### config.mk
export PLATFORM = sky130hd
export DESIGN_NAME = instruction_class_privilege_decode
export DESIGN_NICKNAME = d
export VERILOG_FILES = /design/src/design/decode_pkg.sv /design/src/design/instruction_class_privilege_decode.sv
export SDC_FILE = /design/constraint.sdc
export NUM_CORES = 1
export LEC_CHECK = 0
export BUFFER_PORTS_ARGS = -buffer_cell sky130_fd_sc_hd__buf_4
export CAP_MARGIN = 10
export CORE_MARGIN = 2
export CORE_UTILIZATION = 50
export DETAILED_ROUTE_END_ITERATION = 6
export PLACE_DENSITY_LB_ADDON = 0.12
export SYNTH_ARGS = -nofsm -noshare
export SYNTH_HDL_FRONTEND = slang
export SYNTH_SLANG_ARGS = --single-unit
export TNS_END_PERCENT = 5
### constraint.sdc
create_clock -name clk_sys -period 2.2 [get_ports clk_sys]
set_clock_uncertainty 0.05 [all_clocks]
set_input_delay 0.22 -clock clk_sys [delete_from_list [all_inputs] [get_ports clk_sys]]
set_output_delay 0.22 -clock clk_sys [all_outputs]
set_load 0.02 [all_outputs]
### src/design/decode_pkg.sv
// shared constants and types for the instruction class and privilege decoder
package decode_pkg;

  // instruction major format and field positions
  localparam int OP_HI = 31;
  localparam int OP_LO = 30;
  localparam int RD_HI = 29;
  localparam int RD_LO = 25;
  localparam int OP3_HI = 24;
  localparam int OP3_LO = 19;
  localparam int RS1_HI = 18;
  localparam int RS1_LO = 14;
  localparam int IBIT = 13;
  localparam int ASI_HI = 12;
  localparam int ASI_LO = 5;
  localparam int OPF_HI = 13;
  localparam int OPF_LO = 5;
  localparam int IMM22_HI = 21;
  localparam int IMM22_LO = 0;
  localparam int OP2_HI = 24;
  localparam int OP2_LO = 22;

  localparam logic [1:0] OP_FMT2 = 2'h0;
  localparam logic [1:0] OP_ARITH = 2'h2;
  localparam logic [1:0] OP_MEM = 2'h3;
  localparam logic [2:0] OP2_SET_HIGH_IMMEDIATE_OP = 3'h4;

  // arithmetic-format op3 codes
  localparam logic [5:0] OP3_POPULATION_COUNT_OP = 6'h2E;
  localparam logic [5:0] OP3_RDASR = 6'h28;
  localparam logic [5:0] OP3_WRASR = 6'h30;
  localparam logic [5:0] OP3_PRIVILEGED_REGISTER_READ_OP = 6'h2A;
  localparam logic [5:0] OP3_PRIVILEGED_REGISTER_WRITE_OP = 6'h32;
  localparam logic [5:0] OP3_FPOP1 = 6'h34;
  localparam logic [5:0] OP3_FPOP2 = 6'h35;
  localparam logic [5:0] OP3_IMPDEP1 = 6'h36;
  localparam logic [5:0] OP3_MOVCC = 6'h2C;
  // memory-format op3 codes
  localparam logic [5:0] OP3_ATOMIC_BYTE_LOAD_STORE_OP = 6'h0D;
  localparam logic [5:0] OP3_FLOAT_ALTERNATE_SPACE_LOAD_OP = 6'h33;
  localparam logic [5:0] OP3_FLOAT_ALTERNATE_SPACE_STORE_OP = 6'h37;
  localparam logic [5:0] OP3_PREFETCH = 6'h2D;
  localparam logic [5:0] OP3_PREFETCHA = 6'h3D;

  // ancillary register numbers held in rs1/rd
  localparam logic [4:0] ASR_PCR = 5'h10;
  localparam logic [4:0] ASR_PIC = 5'h11;
  localparam logic [4:0] ASR_TICK = 5'h04;
  localparam logic [4:0] ASR_SYSTEM_TICK_COUNTER = 5'h18;

  // fpop and impdep1 opf codes
  localparam logic [8:0] OPF_FSQRTS = 9'h029;
  localparam logic [8:0] OPF_FSQRTD = 9'h02A;
  localparam logic [8:0] OPF_FDIVS = 9'h04D;
  localparam logic [8:0] OPF_FDIVD = 9'h04E;
  localparam logic [8:0] OPF_FCMPES = 9'h055;
  localparam logic [8:0] OPF_FCMPED = 9'h056;
  localparam logic [8:0] OPF_FALIGN = 9'h048;
  localparam logic [1:0] OPF_QUAD = 2'h3;

  // block load/store, short store and partial store asi identifiers
  localparam logic [7:0] ASI_BLK0 = 8'h70;
  localparam logic [7:0] ASI_BLK1 = 8'h71;
  localparam logic [7:0] ASI_BLK2 = 8'h78;
  localparam logic [7:0] ASI_BLK3 = 8'h79;
  localparam logic [7:0] ASI_BLK4 = 8'hF0;
  localparam logic [7:0] ASI_BLK5 = 8'hF1;
  localparam logic [7:0] ASI_BLK6 = 8'hF8;
  localparam logic [7:0] ASI_BLK7 = 8'hF9;
  localparam logic [7:0] ASI_BLK8 = 8'hE0;
  localparam logic [7:0] ASI_BLK9 = 8'hE1;
  localparam logic [3:0] ASI_SHORT_HI = 4'hD;
  localparam logic [3:0] ASI_PART_HI = 4'hC;
  localparam logic [2:0] ASI_SHORT_LAST = 3'h3;
  localparam logic [2:0] ASI_PART_LAST = 3'h5;

  // sizes and latencies
  localparam logic [7:0] BLOCK_BYTES = 8'h40;
  localparam logic [7:0] PREFETCH_BYTES = 8'h40;
  localparam logic [3:0] SQRT_LAT_S = 4'hC;
  localparam logic [3:0] SQRT_LAT_D = 4'hF;
  localparam logic [3:0] DIV_LAT_S = 4'hA;
  localparam logic [3:0] DIV_LAT_D = 4'hD;

  // axi register map
  localparam logic [7:0] ADDR_INSTR = 8'h00;
  localparam logic [7:0] ADDR_CTRL = 8'h04;
  localparam logic [7:0] ADDR_CLASS = 8'h08;
  localparam logic [7:0] ADDR_RESULT = 8'h0C;
  localparam logic [7:0] ADDR_IRQ_STATUS = 8'h10;
  localparam logic [7:0] ADDR_IRQ_ENABLE = 8'h14;
  localparam logic [7:0] ADDR_IRQ_CLEAR = 8'h18;
  localparam logic [7:0] ADDR_OPND_HI = 8'h1C;
  localparam logic [7:0] ADDR_OPND_LO = 8'h20;
  localparam logic [7:0] ADDR_BUSY = 8'h24;
  localparam logic [1:0] RESP_OKAY = 2'h0;
  localparam logic [1:0] RESP_SLVERR = 2'h2;

  // ctrl bits
  localparam int CTRL_PRIV = 0;
  localparam int CTRL_PERF_CONTROL_PRIVILEGE_BIT = 1;
  localparam int CTRL_TICK_NPT = 2;
  localparam int CTRL_SYSTEM_TICK_COUNTER_NPT = 3;
  localparam int CTRL_ALIGN_LO = 4;
  localparam int CTRL_ALIGN_HI = 6;
  localparam int CTRL_ICC_SEL = 7;
  localparam logic [7:0] CTRL_RESET = 8'h00;

  // event bits
  localparam int EV_ILLEGAL = 0;
  localparam int EV_PRIV = 1;
  localparam int EV_QUAD = 2;
  localparam int EV_UNORD = 3;
  localparam int EV_LONG_DONE = 4;
  localparam int EV_W = 5;

  typedef enum logic [1:0] {
    LONG_IDLE = 2'b00,
    LONG_RUN = 2'b01,
    LONG_DONE = 2'b10
  } long_state_e;

  // decoded class of one instruction
  typedef struct packed {
    logic illegal;
    logic priv_fault;
    logic quad_trap;
    logic long_op;
    logic prefetch;
    logic block_load;
    logic block_store;
    logic short_store;
    logic partial_store;
    logic atomic_byte;
    logic set_high;
    logic sig_compare;
    logic data_align;
    logic cond_move;
    logic [4:0] prefetch_fcn;
    logic [7:0] xfer_bytes;
  } class_s;

endpackage

### src/design/instruction_class_privilege_decode.sv
// instruction classification, privilege gating and long-latency sequencing
//
// The AXI4-Lite slave port and the register offsets are this design's own decisions.
`timescale 1ns/1ps

module instruction_class_privilege_decode (
  // clock and reset
  input wire logic clk_sys,
  input wire logic nrst,
  // axi4-lite write address
  input wire logic [7:0] s_axi_awaddr,
  input wire logic s_axi_awvalid,
  output logic s_axi_awready,
  // axi4-lite write data
  input wire logic [31:0] s_axi_wdata,
  input wire logic [3:0] s_axi_wstrb,
  input wire logic s_axi_wvalid,
  output logic s_axi_wready,
  // axi4-lite write response
  output logic [1:0] s_axi_bresp,
  output logic s_axi_bvalid,
  input wire logic s_axi_bready,
  // axi4-lite read address
  input wire logic [7:0] s_axi_araddr,
  input wire logic s_axi_arvalid,
  output logic s_axi_arready,
  // axi4-lite read data
  output logic [31:0] s_axi_rdata,
  output logic [1:0] s_axi_rresp,
  output logic s_axi_rvalid,
  input wire logic s_axi_rready,
  // decoded class toward the pipeline
  output decode_pkg::class_s dec_class,
  output logic dec_valid,
  output logic long_busy,
  // interrupt
  output logic irq
);
  import decode_pkg::*;

  // ----------------------------------------------------------------
  // register state
  // ----------------------------------------------------------------
  logic [31:0] instr;
  logic [7:0] ctrl;
  logic [31:0] opnd_hi;
  logic [31:0] opnd_lo;
  logic [31:0] result;
  logic [EV_W-1:0] irq_status;
  logic [EV_W-1:0] irq_enable;
  logic issue;
  long_state_e long_state;
  logic [3:0] long_cnt;

  // ----------------------------------------------------------------
  // field extraction
  // ----------------------------------------------------------------
  wire [1:0] f_op = instr[OP_HI:OP_LO];
  wire [4:0] f_rd = instr[RD_HI:RD_LO];
  wire [5:0] f_op3 = instr[OP3_HI:OP3_LO];
  wire [4:0] f_rs1 = instr[RS1_HI:RS1_LO];
  wire [7:0] f_asi = instr[ASI_HI:ASI_LO];
  wire [8:0] f_opf = instr[OPF_HI:OPF_LO];
  wire [2:0] f_op2 = instr[OP2_HI:OP2_LO];
  wire priv_mode = ctrl[CTRL_PRIV];
  wire [2:0] align_off = ctrl[CTRL_ALIGN_HI:CTRL_ALIGN_LO];

  wire is_arith = (f_op == OP_ARITH);
  wire is_mem = (f_op == OP_MEM);
  wire is_fpop = is_arith && (f_op3 == OP3_FPOP1 || f_op3 == OP3_FPOP2);

  // ----------------------------------------------------------------
  // classification
  // ----------------------------------------------------------------
  wire d_population_count_op = is_arith && (f_op3 == OP3_POPULATION_COUNT_OP);
  wire d_sqrt = is_fpop && (f_opf == OPF_FSQRTS || f_opf == OPF_FSQRTD);
  wire d_div = is_fpop && (f_opf == OPF_FDIVS || f_opf == OPF_FDIVD);
  wire d_long = d_sqrt || d_div;
  wire d_dbl = f_opf[1];
  // quad encodings share the opf low two bits 11 for arith, compare and move
  wire d_quad = is_fpop && (f_opf[1:0] == OPF_QUAD);
  wire d_signalling_float_compare_op = is_fpop && (f_opf == OPF_FCMPES || f_opf == OPF_FCMPED);
  wire d_falign = is_arith && f_op3 == OP3_IMPDEP1 && f_opf == OPF_FALIGN;
  wire d_pref = is_mem && (f_op3 == OP3_PREFETCH || f_op3 == OP3_PREFETCHA);
  wire d_atomic_byte_load_store_op = is_mem && (f_op3 == OP3_ATOMIC_BYTE_LOAD_STORE_OP);
  wire d_set_high_immediate_op = (f_op == OP_FMT2) && (f_op2 == OP2_SET_HIGH_IMMEDIATE_OP);
  wire d_cmov = is_arith && (f_op3 == OP3_MOVCC) || is_arith && f_op3 == OP3_FPOP2
    && f_opf[5:4] == 2'h0 && f_opf[3:0] != 4'h0 && !d_signalling_float_compare_op;
  wire asi_blk = f_asi == ASI_BLK0 || f_asi == ASI_BLK1 || f_asi == ASI_BLK2
    || f_asi == ASI_BLK3 || f_asi == ASI_BLK4 || f_asi == ASI_BLK5
    || f_asi == ASI_BLK6 || f_asi == ASI_BLK7 || f_asi == ASI_BLK8
    || f_asi == ASI_BLK9;
  wire asi_short = f_asi[7:4] == ASI_SHORT_HI && f_asi[2:0] <= ASI_SHORT_LAST;
  wire asi_part = f_asi[7:4] == ASI_PART_HI && f_asi[2:0] <= ASI_PART_LAST;
  wire d_blk_ld = is_mem && f_op3 == OP3_FLOAT_ALTERNATE_SPACE_LOAD_OP && asi_blk;
  wire d_blk_st = is_mem && f_op3 == OP3_FLOAT_ALTERNATE_SPACE_STORE_OP && asi_blk;
  wire d_short = is_mem && f_op3 == OP3_FLOAT_ALTERNATE_SPACE_STORE_OP && asi_short;
  wire d_part = is_mem && f_op3 == OP3_FLOAT_ALTERNATE_SPACE_STORE_OP && asi_part;

  // ----------------------------------------------------------------
  // privilege checks
  // ----------------------------------------------------------------
  wire rd_asr = is_arith && f_op3 == OP3_RDASR;
  wire wr_asr = is_arith && f_op3 == OP3_WRASR;
  wire pic_acc = (rd_asr && f_rs1 == ASR_PIC) || (wr_asr && f_rd == ASR_PIC);
  wire g_pic = pic_acc && ctrl[CTRL_PERF_CONTROL_PRIVILEGE_BIT];
  wire g_rtick = rd_asr && ((f_rs1 == ASR_TICK && !ctrl[CTRL_TICK_NPT])
    || (f_rs1 == ASR_SYSTEM_TICK_COUNTER && !ctrl[CTRL_SYSTEM_TICK_COUNTER_NPT]));
  wire g_wstick = wr_asr && f_rd == ASR_SYSTEM_TICK_COUNTER && !ctrl[CTRL_SYSTEM_TICK_COUNTER_NPT];
  wire g_prpr = is_arith && (f_op3 == OP3_PRIVILEGED_REGISTER_READ_OP || f_op3 == OP3_PRIVILEGED_REGISTER_WRITE_OP
    || (rd_asr && f_rs1 == ASR_PCR) || (wr_asr && f_rd == ASR_PCR));
  wire d_priv = !priv_mode && (g_pic || g_rtick || g_wstick || g_prpr);

  // a privilege fault masks every other class so nothing downstream acts
  wire kill = d_priv || d_population_count_op || d_quad;
  class_s next_class;
  always_comb begin
    next_class = '0;
    next_class.illegal = d_population_count_op;
    next_class.priv_fault = d_priv;
    next_class.quad_trap = d_quad && !d_priv;
    next_class.long_op = d_long && !kill;
    next_class.prefetch = d_pref && !kill;
    next_class.prefetch_fcn = d_pref ? f_rd : 5'h00;
    next_class.block_load = d_blk_ld && !kill;
    next_class.block_store = d_blk_st && !kill;
    next_class.short_store = d_short && !kill;
    next_class.partial_store = d_part && !kill;
    next_class.atomic_byte = d_atomic_byte_load_store_op && !kill;
    next_class.set_high = d_set_high_immediate_op && !kill;
    next_class.sig_compare = d_signalling_float_compare_op && !kill;
    next_class.data_align = d_falign && !kill;
    next_class.cond_move = d_cmov && !kill;
    if ((d_blk_ld || d_blk_st) && !kill) begin
      next_class.xfer_bytes = BLOCK_BYTES;
    end else if (d_pref && !kill) begin
      next_class.xfer_bytes = PREFETCH_BYTES;
    end
  end

  // ----------------------------------------------------------------
  // data results
  // ----------------------------------------------------------------
  wire [127:0] pair = {opnd_hi, opnd_lo, opnd_hi, opnd_lo};
  wire [6:0] shift_bits = {1'b0, align_off, 3'h0};
  wire [63:0] pair64 = {opnd_hi, opnd_lo};
  wire [127:0] shifted = pair << shift_bits;
  wire [31:0] align_res = shifted[127:96];
  wire [31:0] set_high_immediate_op_res = {instr[IMM22_HI:IMM22_LO], 10'h000};
  // unordered is flagged by software as opnd_lo bit 0 (nan compare outcome)
  wire unord = opnd_lo[0];
  wire [1:0] fcc = unord ? 2'h3 : (pair64 == 64'h0 ? 2'h0 : 2'h1);
  // conditional move: the test source is either integer or float codes
  wire cmov_take = ctrl[CTRL_ICC_SEL] ? opnd_hi[0] : (fcc != 2'h0);
  // atomic byte: old byte returned, memory byte set all ones in one access
  wire [31:0] atomic_byte_load_store_op_res = {24'h000000, opnd_lo[7:0]};

  logic [31:0] next_result;
  always_comb begin
    next_result = result;
    if (issue && !kill) begin
      if (d_set_high_immediate_op) begin
        next_result = set_high_immediate_op_res;
      end else if (d_falign) begin
        next_result = align_res;
      end else if (d_signalling_float_compare_op) begin
        next_result = {30'h00000000, fcc};
      end else if (d_atomic_byte_load_store_op) begin
        next_result = atomic_byte_load_store_op_res;
      end else if (d_cmov) begin
        next_result = cmov_take ? opnd_lo : opnd_hi;
      end
    end
  end

  // ----------------------------------------------------------------
  // long-latency sequencer
  // ----------------------------------------------------------------
  wire [3:0] lat = d_sqrt ? (d_dbl ? SQRT_LAT_D : SQRT_LAT_S)
    : (d_dbl ? DIV_LAT_D : DIV_LAT_S);
  long_state_e next_long_state;
  logic [3:0] next_long_cnt;
  always_comb begin
    next_long_state = long_state;
    next_long_cnt = long_cnt;
    case (long_state)
      LONG_IDLE: begin
        if (issue && d_long && !kill) begin
          next_long_state = LONG_RUN;
          next_long_cnt = lat;
        end
      end
      LONG_RUN: begin
        next_long_cnt = long_cnt - 4'h1;
        if (long_cnt == 4'h1) begin
          next_long_state = LONG_DONE;
        end
      end
      default: begin
        next_long_state = LONG_IDLE;
      end
    endcase
  end

  // ----------------------------------------------------------------
  // events
  // ----------------------------------------------------------------
  wire [EV_W-1:0] ev;
  assign ev[EV_ILLEGAL] = issue && d_population_count_op;
  assign ev[EV_PRIV] = issue && d_priv;
  assign ev[EV_QUAD] = issue && d_quad && !d_priv;
  assign ev[EV_UNORD] = issue && d_signalling_float_compare_op && !kill && unord;
  assign ev[EV_LONG_DONE] = long_state == LONG_DONE;

  // ----------------------------------------------------------------
  // axi4-lite slave
  // ----------------------------------------------------------------
  logic aw_held;
  logic w_held;
  logic [7:0] aw_addr;
  logic [31:0] w_data;
  logic [3:0] w_strb;
  wire do_write = aw_held && w_held && !s_axi_bvalid;
  wire wr_instr = do_write && aw_addr == ADDR_INSTR;
  wire wr_ctrl = do_write && aw_addr == ADDR_CTRL;
  wire wr_en = do_write && aw_addr == ADDR_IRQ_ENABLE;
  wire wr_clr = do_write && aw_addr == ADDR_IRQ_CLEAR;
  wire wr_hi = do_write && aw_addr == ADDR_OPND_HI;
  wire wr_lo = do_write && aw_addr == ADDR_OPND_LO;
  wire wr_ro = do_write && (aw_addr == ADDR_CLASS || aw_addr == ADDR_RESULT
    || aw_addr == ADDR_IRQ_STATUS || aw_addr == ADDR_BUSY);
  wire wr_ok = wr_instr || wr_ctrl || wr_en || wr_clr || wr_hi || wr_lo || wr_ro;
  // a new instruction is refused while a long operation is in flight
  wire accept_instr = wr_instr && long_state == LONG_IDLE;

  function automatic logic [31:0] merge(input logic [31:0] old, input logic [31:0] nw,
                                        input logic [3:0] st);
    merge = {st[3] ? nw[31:24] : old[31:24], st[2] ? nw[23:16] : old[23:16],
             st[1] ? nw[15:8] : old[15:8], st[0] ? nw[7:0] : old[7:0]};
  endfunction

  wire [31:0] w_merged_instr = merge(instr, w_data, w_strb);
  wire [31:0] w_merged_ctrl = merge({24'h000000, ctrl}, w_data, w_strb);
  wire [31:0] w_merged_hi = merge(opnd_hi, w_data, w_strb);
  wire [31:0] w_merged_lo = merge(opnd_lo, w_data, w_strb);

  wire rd_fire = s_axi_arvalid && s_axi_arready;
  wire [7:0] ra = s_axi_araddr;
  wire [31:0] rd_val =
    ra == ADDR_INSTR ? instr :
    ra == ADDR_CTRL ? {24'h000000, ctrl} :
    ra == ADDR_CLASS ? {5'h00, dec_class} :
    ra == ADDR_RESULT ? result :
    ra == ADDR_IRQ_STATUS ? {27'h0000000, irq_status} :
    ra == ADDR_IRQ_ENABLE ? {27'h0000000, irq_enable} :
    ra == ADDR_OPND_HI ? opnd_hi :
    ra == ADDR_OPND_LO ? opnd_lo :
    ra == ADDR_BUSY ? {31'h00000000, long_busy} : 32'h00000000;
  wire rd_ok = ra == ADDR_INSTR || ra == ADDR_CTRL || ra == ADDR_CLASS
    || ra == ADDR_RESULT || ra == ADDR_IRQ_STATUS || ra == ADDR_IRQ_ENABLE
    || ra == ADDR_OPND_HI || ra == ADDR_OPND_LO || ra == ADDR_BUSY
    || ra == ADDR_IRQ_CLEAR;

  // set wins over a clear landing in the same cycle
  wire [EV_W-1:0] clr_mask = wr_clr ? w_data[EV_W-1:0] : '0;
  wire [EV_W-1:0] next_status = (irq_status & ~clr_mask) | ev;

  // ----------------------------------------------------------------
  // sequential logic
  // ----------------------------------------------------------------
  always_ff @(posedge clk_sys or negedge nrst) begin
    if (!nrst) begin
      s_axi_awready <= 1'b0;
      s_axi_wready <= 1'b0;
      aw_held <= 1'b0;
      w_held <= 1'b0;
      aw_addr <= 8'h00;
      w_data <= 32'h00000000;
      w_strb <= 4'h0;
      s_axi_bvalid <= 1'b0;
      s_axi_bresp <= RESP_OKAY;
    end else begin
      s_axi_awready <= !aw_held && !s_axi_awready && s_axi_awvalid;
      s_axi_wready <= !w_held && !s_axi_wready && s_axi_wvalid;
      if (s_axi_awvalid && s_axi_awready) begin
        aw_held <= 1'b1;
        aw_addr <= s_axi_awaddr;
      end else if (do_write) begin
        aw_held <= 1'b0;
      end
      if (s_axi_wvalid && s_axi_wready) begin
        w_held <= 1'b1;
        w_data <= s_axi_wdata;
        w_strb <= s_axi_wstrb;
      end else if (do_write) begin
        w_held <= 1'b0;
      end
      if (do_write) begin
        s_axi_bvalid <= 1'b1;
        s_axi_bresp <= wr_ok && (!wr_instr || accept_instr) ? RESP_OKAY : RESP_SLVERR;
      end else if (s_axi_bready) begin
        s_axi_bvalid <= 1'b0;
      end
    end
  end

  always_ff @(posedge clk_sys or negedge nrst) begin
    if (!nrst) begin
      s_axi_arready <= 1'b0;
      s_axi_rvalid <= 1'b0;
      s_axi_rdata <= 32'h00000000;
      s_axi_rresp <= RESP_OKAY;
    end else begin
      s_axi_arready <= !s_axi_arready && !s_axi_rvalid && s_axi_arvalid;
      if (rd_fire) begin
        s_axi_rvalid <= 1'b1;
        s_axi_rdata <= rd_val;
        s_axi_rresp <= rd_ok ? RESP_OKAY : RESP_SLVERR;
      end else if (s_axi_rready) begin
        s_axi_rvalid <= 1'b0;
      end
    end
  end

  always_ff @(posedge clk_sys or negedge nrst) begin
    if (!nrst) begin
      instr <= 32'h00000000;
      ctrl <= CTRL_RESET;
      opnd_hi <= 32'h00000000;
      opnd_lo <= 32'h00000000;
      irq_enable <= '0;
      issue <= 1'b0;
    end else begin
      if (accept_instr) instr <= w_merged_instr;
      if (wr_ctrl) ctrl <= w_merged_ctrl[7:0];
      if (wr_hi) opnd_hi <= w_merged_hi;
      if (wr_lo) opnd_lo <= w_merged_lo;
      if (wr_en) irq_enable <= w_data[EV_W-1:0];
      issue <= accept_instr;
    end
  end

  always_ff @(posedge clk_sys or negedge nrst) begin
    if (!nrst) begin
      dec_class <= '0;
      dec_valid <= 1'b0;
      result <= 32'h00000000;
      irq_status <= '0;
      irq <= 1'b0;
      long_state <= LONG_IDLE;
      long_cnt <= 4'h0;
      long_busy <= 1'b0;
    end else begin
      dec_valid <= issue;
      if (issue) dec_class <= next_class;
      result <= next_result;
      irq_status <= next_status;
      irq <= |(next_status & irq_enable);
      long_state <= next_long_state;
      long_cnt <= next_long_cnt;
      long_busy <= next_long_state != LONG_IDLE;
    end
  end

endmodule

Yosys cells after proc, flatten, opt, wreduce, memory -nomap -nowiden
Cells that the tools add are included.
{ "totals": {"mem_bits_ro": 0, "regBits": 270, "latch_bits": 0, "mem_count": 0, "mem_bits_rw": 0} }
{ "op_classes": {"n_mul": 0, "mux": 39, "n_reduce_logical": 172, "add_sub_neg": 1, "bitwise_logic": 4, "magnitude_cmp": 2, "n_shift": 1, "div_mod_pow": 0, "n_eq_ne": 66} }
{ "ops": {"columns": ["op", "count"], "rows": [
  ["32-bit two-way mux", 14],
  ["128-bit by 6-bit left shift with 128-bit output", 1],
  ["1-bit logical AND", 81],
  ["6-bit == test (second input constant)", 13],
  ["8-bit by 5-bit == test with 1-bit output (second input constant)", 8],
  ["64-bit logical NOT", 1],
  ["8-bit == test (second input constant)", 6],
  ["1-bit logical OR", 46],
  ["9-bit by 7-bit == test with 1-bit output (second input constant)", 5],
  ["8-bit by 4-bit == test with 1-bit output (second input constant)", 4],
  ["8-bit by 6-bit == test with 1-bit output (second input constant)", 4],
  ["8-bit by 7-bit == test with 1-bit output (second input constant)", 4],
  ["5-bit == test (second input constant)", 6],
  ["2-bit AND reduction", 15],
  ["9-bit by 6-bit == test with 1-bit output (second input constant)", 2],
  ["8-bit by 3-bit == test with 1-bit output (second input constant)", 2],
  ["8-bit logical NOT", 2],
  ["1-bit logical NOT", 14],
  ["2-bit nonzero test", 7],
  ["2-bit two-way mux", 6],
  ["5-bit AND", 2],
  ["1-bit two-way mux", 10],
  ["5-bit two-way mux", 2],
  ["2-bit == test (second input constant)", 4],
  ["22 further kinds", 26]
]} }

Logic depth before layout (Yosys ltp)
{ "depth": {"depth_word": 17, "ltp_mapped": 10, "depth_no_buf": 8} }

Least setup slack after synthesis
No wires, ideal clock.
{ "synth_path": {"path_kind": "register -> register", "from": "reg instr[6]", "to": "reg result[30]", "period_less_slack_ps": 2314, "stages_incl_launch_ff": 11, "t_arrival_ps": 2138, "t_required_ps": 2024, "n_path_buf": 3, "setup_slack_ps": -114, "setup_ps": 126, "cell_sequence": "dfrtp_1 buf_6 or4_1 and4_4 o21ai_2 and2_4 and3_1 buf_6 buf_6 nor3_1 a221o_1"} }
{ "synth_between": {"elab_chain_cells": 8} }
{ "synth_lines": {"columns": ["element", "line_no", "text"], "rows": [
  ["start, declared", "instruction_class_privilege_decode.sv:44", "logic [31:0] instr;"],
  ["start signal, assigned", "instruction_class_privilege_decode.sv:334", "if (accept_instr) instr <= w_merged_instr;"],
  ["9-bit by 7-bit == test with 1-bit output", "instruction_class_privilege_decode.sv:82", "wire d_signalling_float_compare_op = is_fpop && (f_opf == OPF_FCMPES || f_opf == OPF_FCMPED);"],
  ["1-bit logical OR", "instruction_class_privilege_decode.sv:82", null],
  ["1-bit logical AND", "instruction_class_privilege_decode.sv:82", null],
  ["1-bit logical NOT", "instruction_class_privilege_decode.sv:88", "&& f_opf[5:4] == 2'h0 && f_opf[3:0] != 4'h0 && !d_signalling_float_compare_op;"],
  ["1-bit logical AND", "instruction_class_privilege_decode.sv:88", null],
  ["1-bit logical OR", "instruction_class_privilege_decode.sv:87", "wire d_cmov = is_arith && (f_op3 == OP3_MOVCC) || is_arith && f_op3 == OP3_FPOP2"],
  ["5-bit nonzero test (no line)", null, null],
  ["2-bit AND reduction (no line)", null, null],
  ["end signal, assigned", "instruction_class_privilege_decode.sv:356", "result <= next_result;"],
  ["end, declared", "instruction_class_privilege_decode.sv:48", "logic [31:0] result;"]
]} }
Several ways; a longest one is shown, not always the timed one.
A chain may end at the register's enable or synchronous reset.

Worst setup path after layout
{ "layout_path": {"from": "reg opnd_hi[8]", "to": "reg result[0]"} }
{ "layout_between": {"elab_chain_cells": 11} }
{ "layout_lines": {"columns": ["element", "line_no", "text"], "rows": [
  ["start, declared", "instruction_class_privilege_decode.sv:46", "logic [31:0] opnd_hi;"],
  ["start signal, assigned", "instruction_class_privilege_decode.sv:336", "if (wr_hi) opnd_hi <= w_merged_hi;"],
  ["64-bit logical NOT", "instruction_class_privilege_decode.sv:152", "wire [1:0] fcc = unord ? 2'h3 : (pair64 == 64'h0 ? 2'h0 : 2'h1);"],
  ["1-bit two-way mux", "instruction_class_privilege_decode.sv:152", null],
  ["2-bit two-way mux", "instruction_class_privilege_decode.sv:152", null],
  ["2-bit nonzero test", "instruction_class_privilege_decode.sv:154", "wire cmov_take = ctrl[CTRL_ICC_SEL] ? opnd_hi[0] : (fcc != 2'h0);"],
  ["1-bit two-way mux", "instruction_class_privilege_decode.sv:154", null],
  ["32-bit two-way mux", "instruction_class_privilege_decode.sv:171", "next_result = cmov_take ? opnd_lo : opnd_hi;"],
  ["32-bit two-way mux", "instruction_class_privilege_decode.sv:170", "end else if (d_cmov) begin"],
  ["32-bit two-way mux", "instruction_class_privilege_decode.sv:168", "end else if (d_atomic_byte_load_store_op) begin"],
  ["32-bit two-way mux", "instruction_class_privilege_decode.sv:166", "end else if (d_signalling_float_compare_op) begin"],
  ["32-bit two-way mux (*)", "instruction_class_privilege_decode.sv:164", "end else if (d_falign) begin"],
  ["32-bit two-way mux (*)", "instruction_class_privilege_decode.sv:162", "if (d_set_high_immediate_op) begin"]
]} }
Mark *: on every way between the ends. The rest lies on a longest branch, timed or not. The select of a mux whose other input is x is not followed.

==> key figures <==
Outcome
  • Status: finished with violations
  • Failing checks: negative setup slack

Global routing
  • Initial antenna violation count: 2
  • First-pass GRT wire length: 78760 um
  • Global routing's busiest layer: met2
  • GR Util met3: 8.560%
  • Total Routing Usage GR: 36.17%
  • Routing usage on met2: 53.43%
  • GR Layer Usage met1: 50.85%
  • Vias in the first global route: 12.34k
  • Largest net degree at the start of global routing: 50
  • GR Overflow Total: 0

CTS
  • Clock transition at the registers of the reported paths: 0.07 ns
  • Clk root buf: clkbuf_16
  • TritonCTS clock tree: yes
  • CTS H-Tree Depth: 1
  • Num CTS Buffers: 29
  • Clock sinks: 261
  • Clk_lat worst skew: 0.56 ns
  • Clk buf depth: 3

Drt
  • Antenna-violating nets left: 0
  • DR pass1 iterations: 6
  • DR WL/cell: 25.97 um
  • Routed wire length: 53400 um
  • DRC: 0
  • DR iter-0 viols: 1516
  • Vias: 12.90k
  • DR vias/cell: 6.275

Worst setup path
  • Reg2Reg Depth: 8
  • Crit path buffers/inverters: 1
  • WP data required: 2.60 ns
  • Reg-to-reg startpoint: opnd_hi[8]
  • Critical Path Source Type: register
  • Crit-path max FO: 3
  • R2R Path End: result[0]
  • Arrival time at the worst endpoint: 2.87 ns
  • Largest delay contributor family on the critical path: simple AND/OR/NAND/NOR gates
  • CP most frequent cell: nor4_2
  • Flop2flop setup slack: -0.27 ns
  • Critical path capture point type: register
  • Crit Path Category: reg2reg
  • Cell chain of the critical path: nor4_2, buf_4, nand4_1, or4_4, nor4_2, a211o_1, o21ai_0, mux2_2
  • CP max stage cell: or4_4
  • Max incr delay on CP: 0.59 ns

Floorplan
  • Starting Density: 50.88%
  • Die Y: 172.1 um
  • Die extent in x: 172.1 um
  • Core area: 27780 sq um
  • DIE AREA: 29630 sq um
  • # IOs: 130
  • Row count: 61

STA
  • Fin. max-slew vios: 0
  • Final setup margin: -0.2718 ns
  • Max Fclk: 0.4046 GHz
  • Final hold viol count: 0
  • Final min period: 2.472 ns
  • # setup viols final: 76
  • RSZ-0062 raised after global routing: true
  • Part of the cycle the worst path needs: 112.4%
  • Slew HR: 57.92%
  • Slew @ Worst Pin: 0.6311 ns

Synth
  • Synthesized area: 14140 sq um
  • Netlist cell types: 75
  • Number of synthesized flops with an enable pin: 0
  • Gate Count Post-Synth: 1297
  • Synth Register Bits: 261
  • Asr flop ratio synth: 100.0%
  • Register area share after synthesis: 46.20%
  • YS warnings: 0
  • Top FF cell, synth: dfrtp_1
  • Synth Area per Inst: 10.90 sq um

Placed design
  • GP Congestion: 0.9751
  • Count of input and output buffers: 120
  • Placement-stage cell area: 17090 sq um
  • Pre-CTS WS: -0.4242 ns
  • Post-DP HPWL: 38950 um

Worst hold path
  • Hold depth: 4
  • Worst hold-check path type: in2reg
  • Worst hold start: s_axi_araddr[5]
  • Hold endpoint: s_axi_rresp[1]

Final layout
  • Share of layout cells above drive strength 1: 42.21%
  • Fin area: 19210 sq um
  • Area growth syn-to-layout: 35.89%
  • Final net count: 1715

Power
  • Leakage: 0.008650 uW
  • Power per cell area: 756.7 nW/um^2
  • Maximum VDD drop: 0.7863 mV

Job
  • Max Cap Viol: 0
==> stage by stage <==
stage	hold slack (ns)	utilization, %	TNS (ns)	total power, uW	cells
final	0.06244	69.15	-7.779	14540	2056
after detailed placement	0.1401	61.50	-26.03	9323	1934
after global placement	0.1428	61.50	-25.89	9250	1934
after CTS	0.03405	67.66	-6.077	14420	2041
after floorplan	-0.1256	-	-1.265	7715	1305
after global routing	0.08007	69.12	-13.92	15020	2053
==> power by group <==
group          leakage, uW  internal [uW]  switching, uW
clock network     0.000464           2830           2100
registers          0.00353           5420            836
logic              0.00466           1670           1690
==> cells by family after synthesis <==
family	count (synthesis)	share of synthesized area [%]
DFF	261	46.20
adders and majority gates	3	0.2656
AOI/OAI and AO/OA	269	12.83
and+or+nand+nor	374	13.16
xor gates and xnor gates	1	0.06197
other	1	0.02653
buffers and inverters	117	3.868
muxes	271	23.59
==> how the worst max path moves through the flow <==
stage	startpoint	end	slack, ns	cells past startpoint
after floorplan	instr[6]	result[30]	-0.09	10
after global placement	instr[21]	result[8]	-0.40	7
after detailed placement	opnd_hi[3]	result[1]	-0.42	7
after CTS	instr[21]	result[23]	-0.20	9
after global routing	opnd_hi[14]	result[0]	-0.33	7
final	opnd_hi[8]	result[0]	-0.27	8
==> what timing repair did <==
| action | in CTS | in global routing |
|---|---|---|
| hold buffers | 52 | 0 |
| gates cloned | 1 | 2 |
| gates resized for setup | 54 | 71 |
| pin swaps | 20 | 19 |
| setup endpoints to repair | 139 | 147 |
| buffers inserted | 1 | 10 |
| hold endpoints to repair | 275 | 0 |
==> cell usage after synthesis (19+ instances only) <==
| cell type | count | share of area, % |
|---|---|---|
| mux2i_1 | 71 | 5.0 |
| dfrtp_1 | 261 | 46 |
| nor3_1 | 40 | 1.4 |
| nand2_1 | 166 | 4.4 |
| a221oi_1 | 28 | 1.7 |
| a21oi_1 | 56 | 2.0 |
| mux4_2 | 33 | 5.3 |
| buf_2 | 24 | 0.85 |
| o21ai_0 | 72 | 2.5 |
| mux2_2 | 167 | 13 |
| a221o_1 | 21 | 1.5 |
| nor2_1 | 49 | 1.3 |
| inv_1 | 19 | 0.50 |
| clkbuf_1 | 52 | 1.4 |
| nor4_1 | 23 | 1.0 |
==> routing by layer <==
layer	vias to the layer above	routed length, um
met3	161	5609
met2	737	22880
met4	2	2725
li1	5568	-
met5	-	13
met1	6433	22170
==> layout by cell type (no fill, tap or decap), drive strengths merged, types with 9 or more instances in the layout <==
master / netlist / layout
dfrtp: 261 / 261
nor2b: 10 / 10
a221oi: 28 / 28
clkinv: 1 / 9
mux2: 167 / 167
a21oi: 56 / 56
nor3: 43 / 43
a22o: 11 / 11
nor4: 24 / 24
nand3: 19 / 19
nand2: 167 / 167
mux4: 33 / 33
mux2i: 71 / 71
a221o: 21 / 21
clkbuf: 54 / 36
dlygate4sd3: 0 / 52
o211ai: 16 / 16
o21ai: 82 / 82
buf: 43 / 359
conb: 1 / 9
nor2: 50 / 50
inv: 19 / 21
==> worst min-delay path, cell delays in order <==
cell	delay, ns
buf_4	0.12
o21ai_0	0.07
a21oi_1	0.07
a21o_1	0.15
==> cell type report <==
type	instances	area, sq um
Clock inverter	18	166.4
Antenna cell	3	7.507
Sequential cell	261	6539
Fill cell	2132	8572
Tap cell	378	473.0
Multi-Input combinational cell	929	7516
Inverter	20	75.07
Clock buffer	35	798.3
Timing Repair Buffer	412	3635
==> flip-flops by register name, indices dropped and copies added, names as in the netlist, 2 cells and up <==
| register | count |
|---|---|
| instr | 32 |
| opnd_hi | 32 |
| opnd_lo | 32 |
| result | 32 |
| s_axi_rdata | 32 |
| w_data | 32 |
| dec_class | 20 |
| aw_addr | 8 |
| ctrl | 8 |
| irq_enable | 5 |
| irq_status | 5 |
| long_cnt | 4 |
| w_strb | 4 |
| long_state | 2 |
Power figures use the tool's default switching activity.
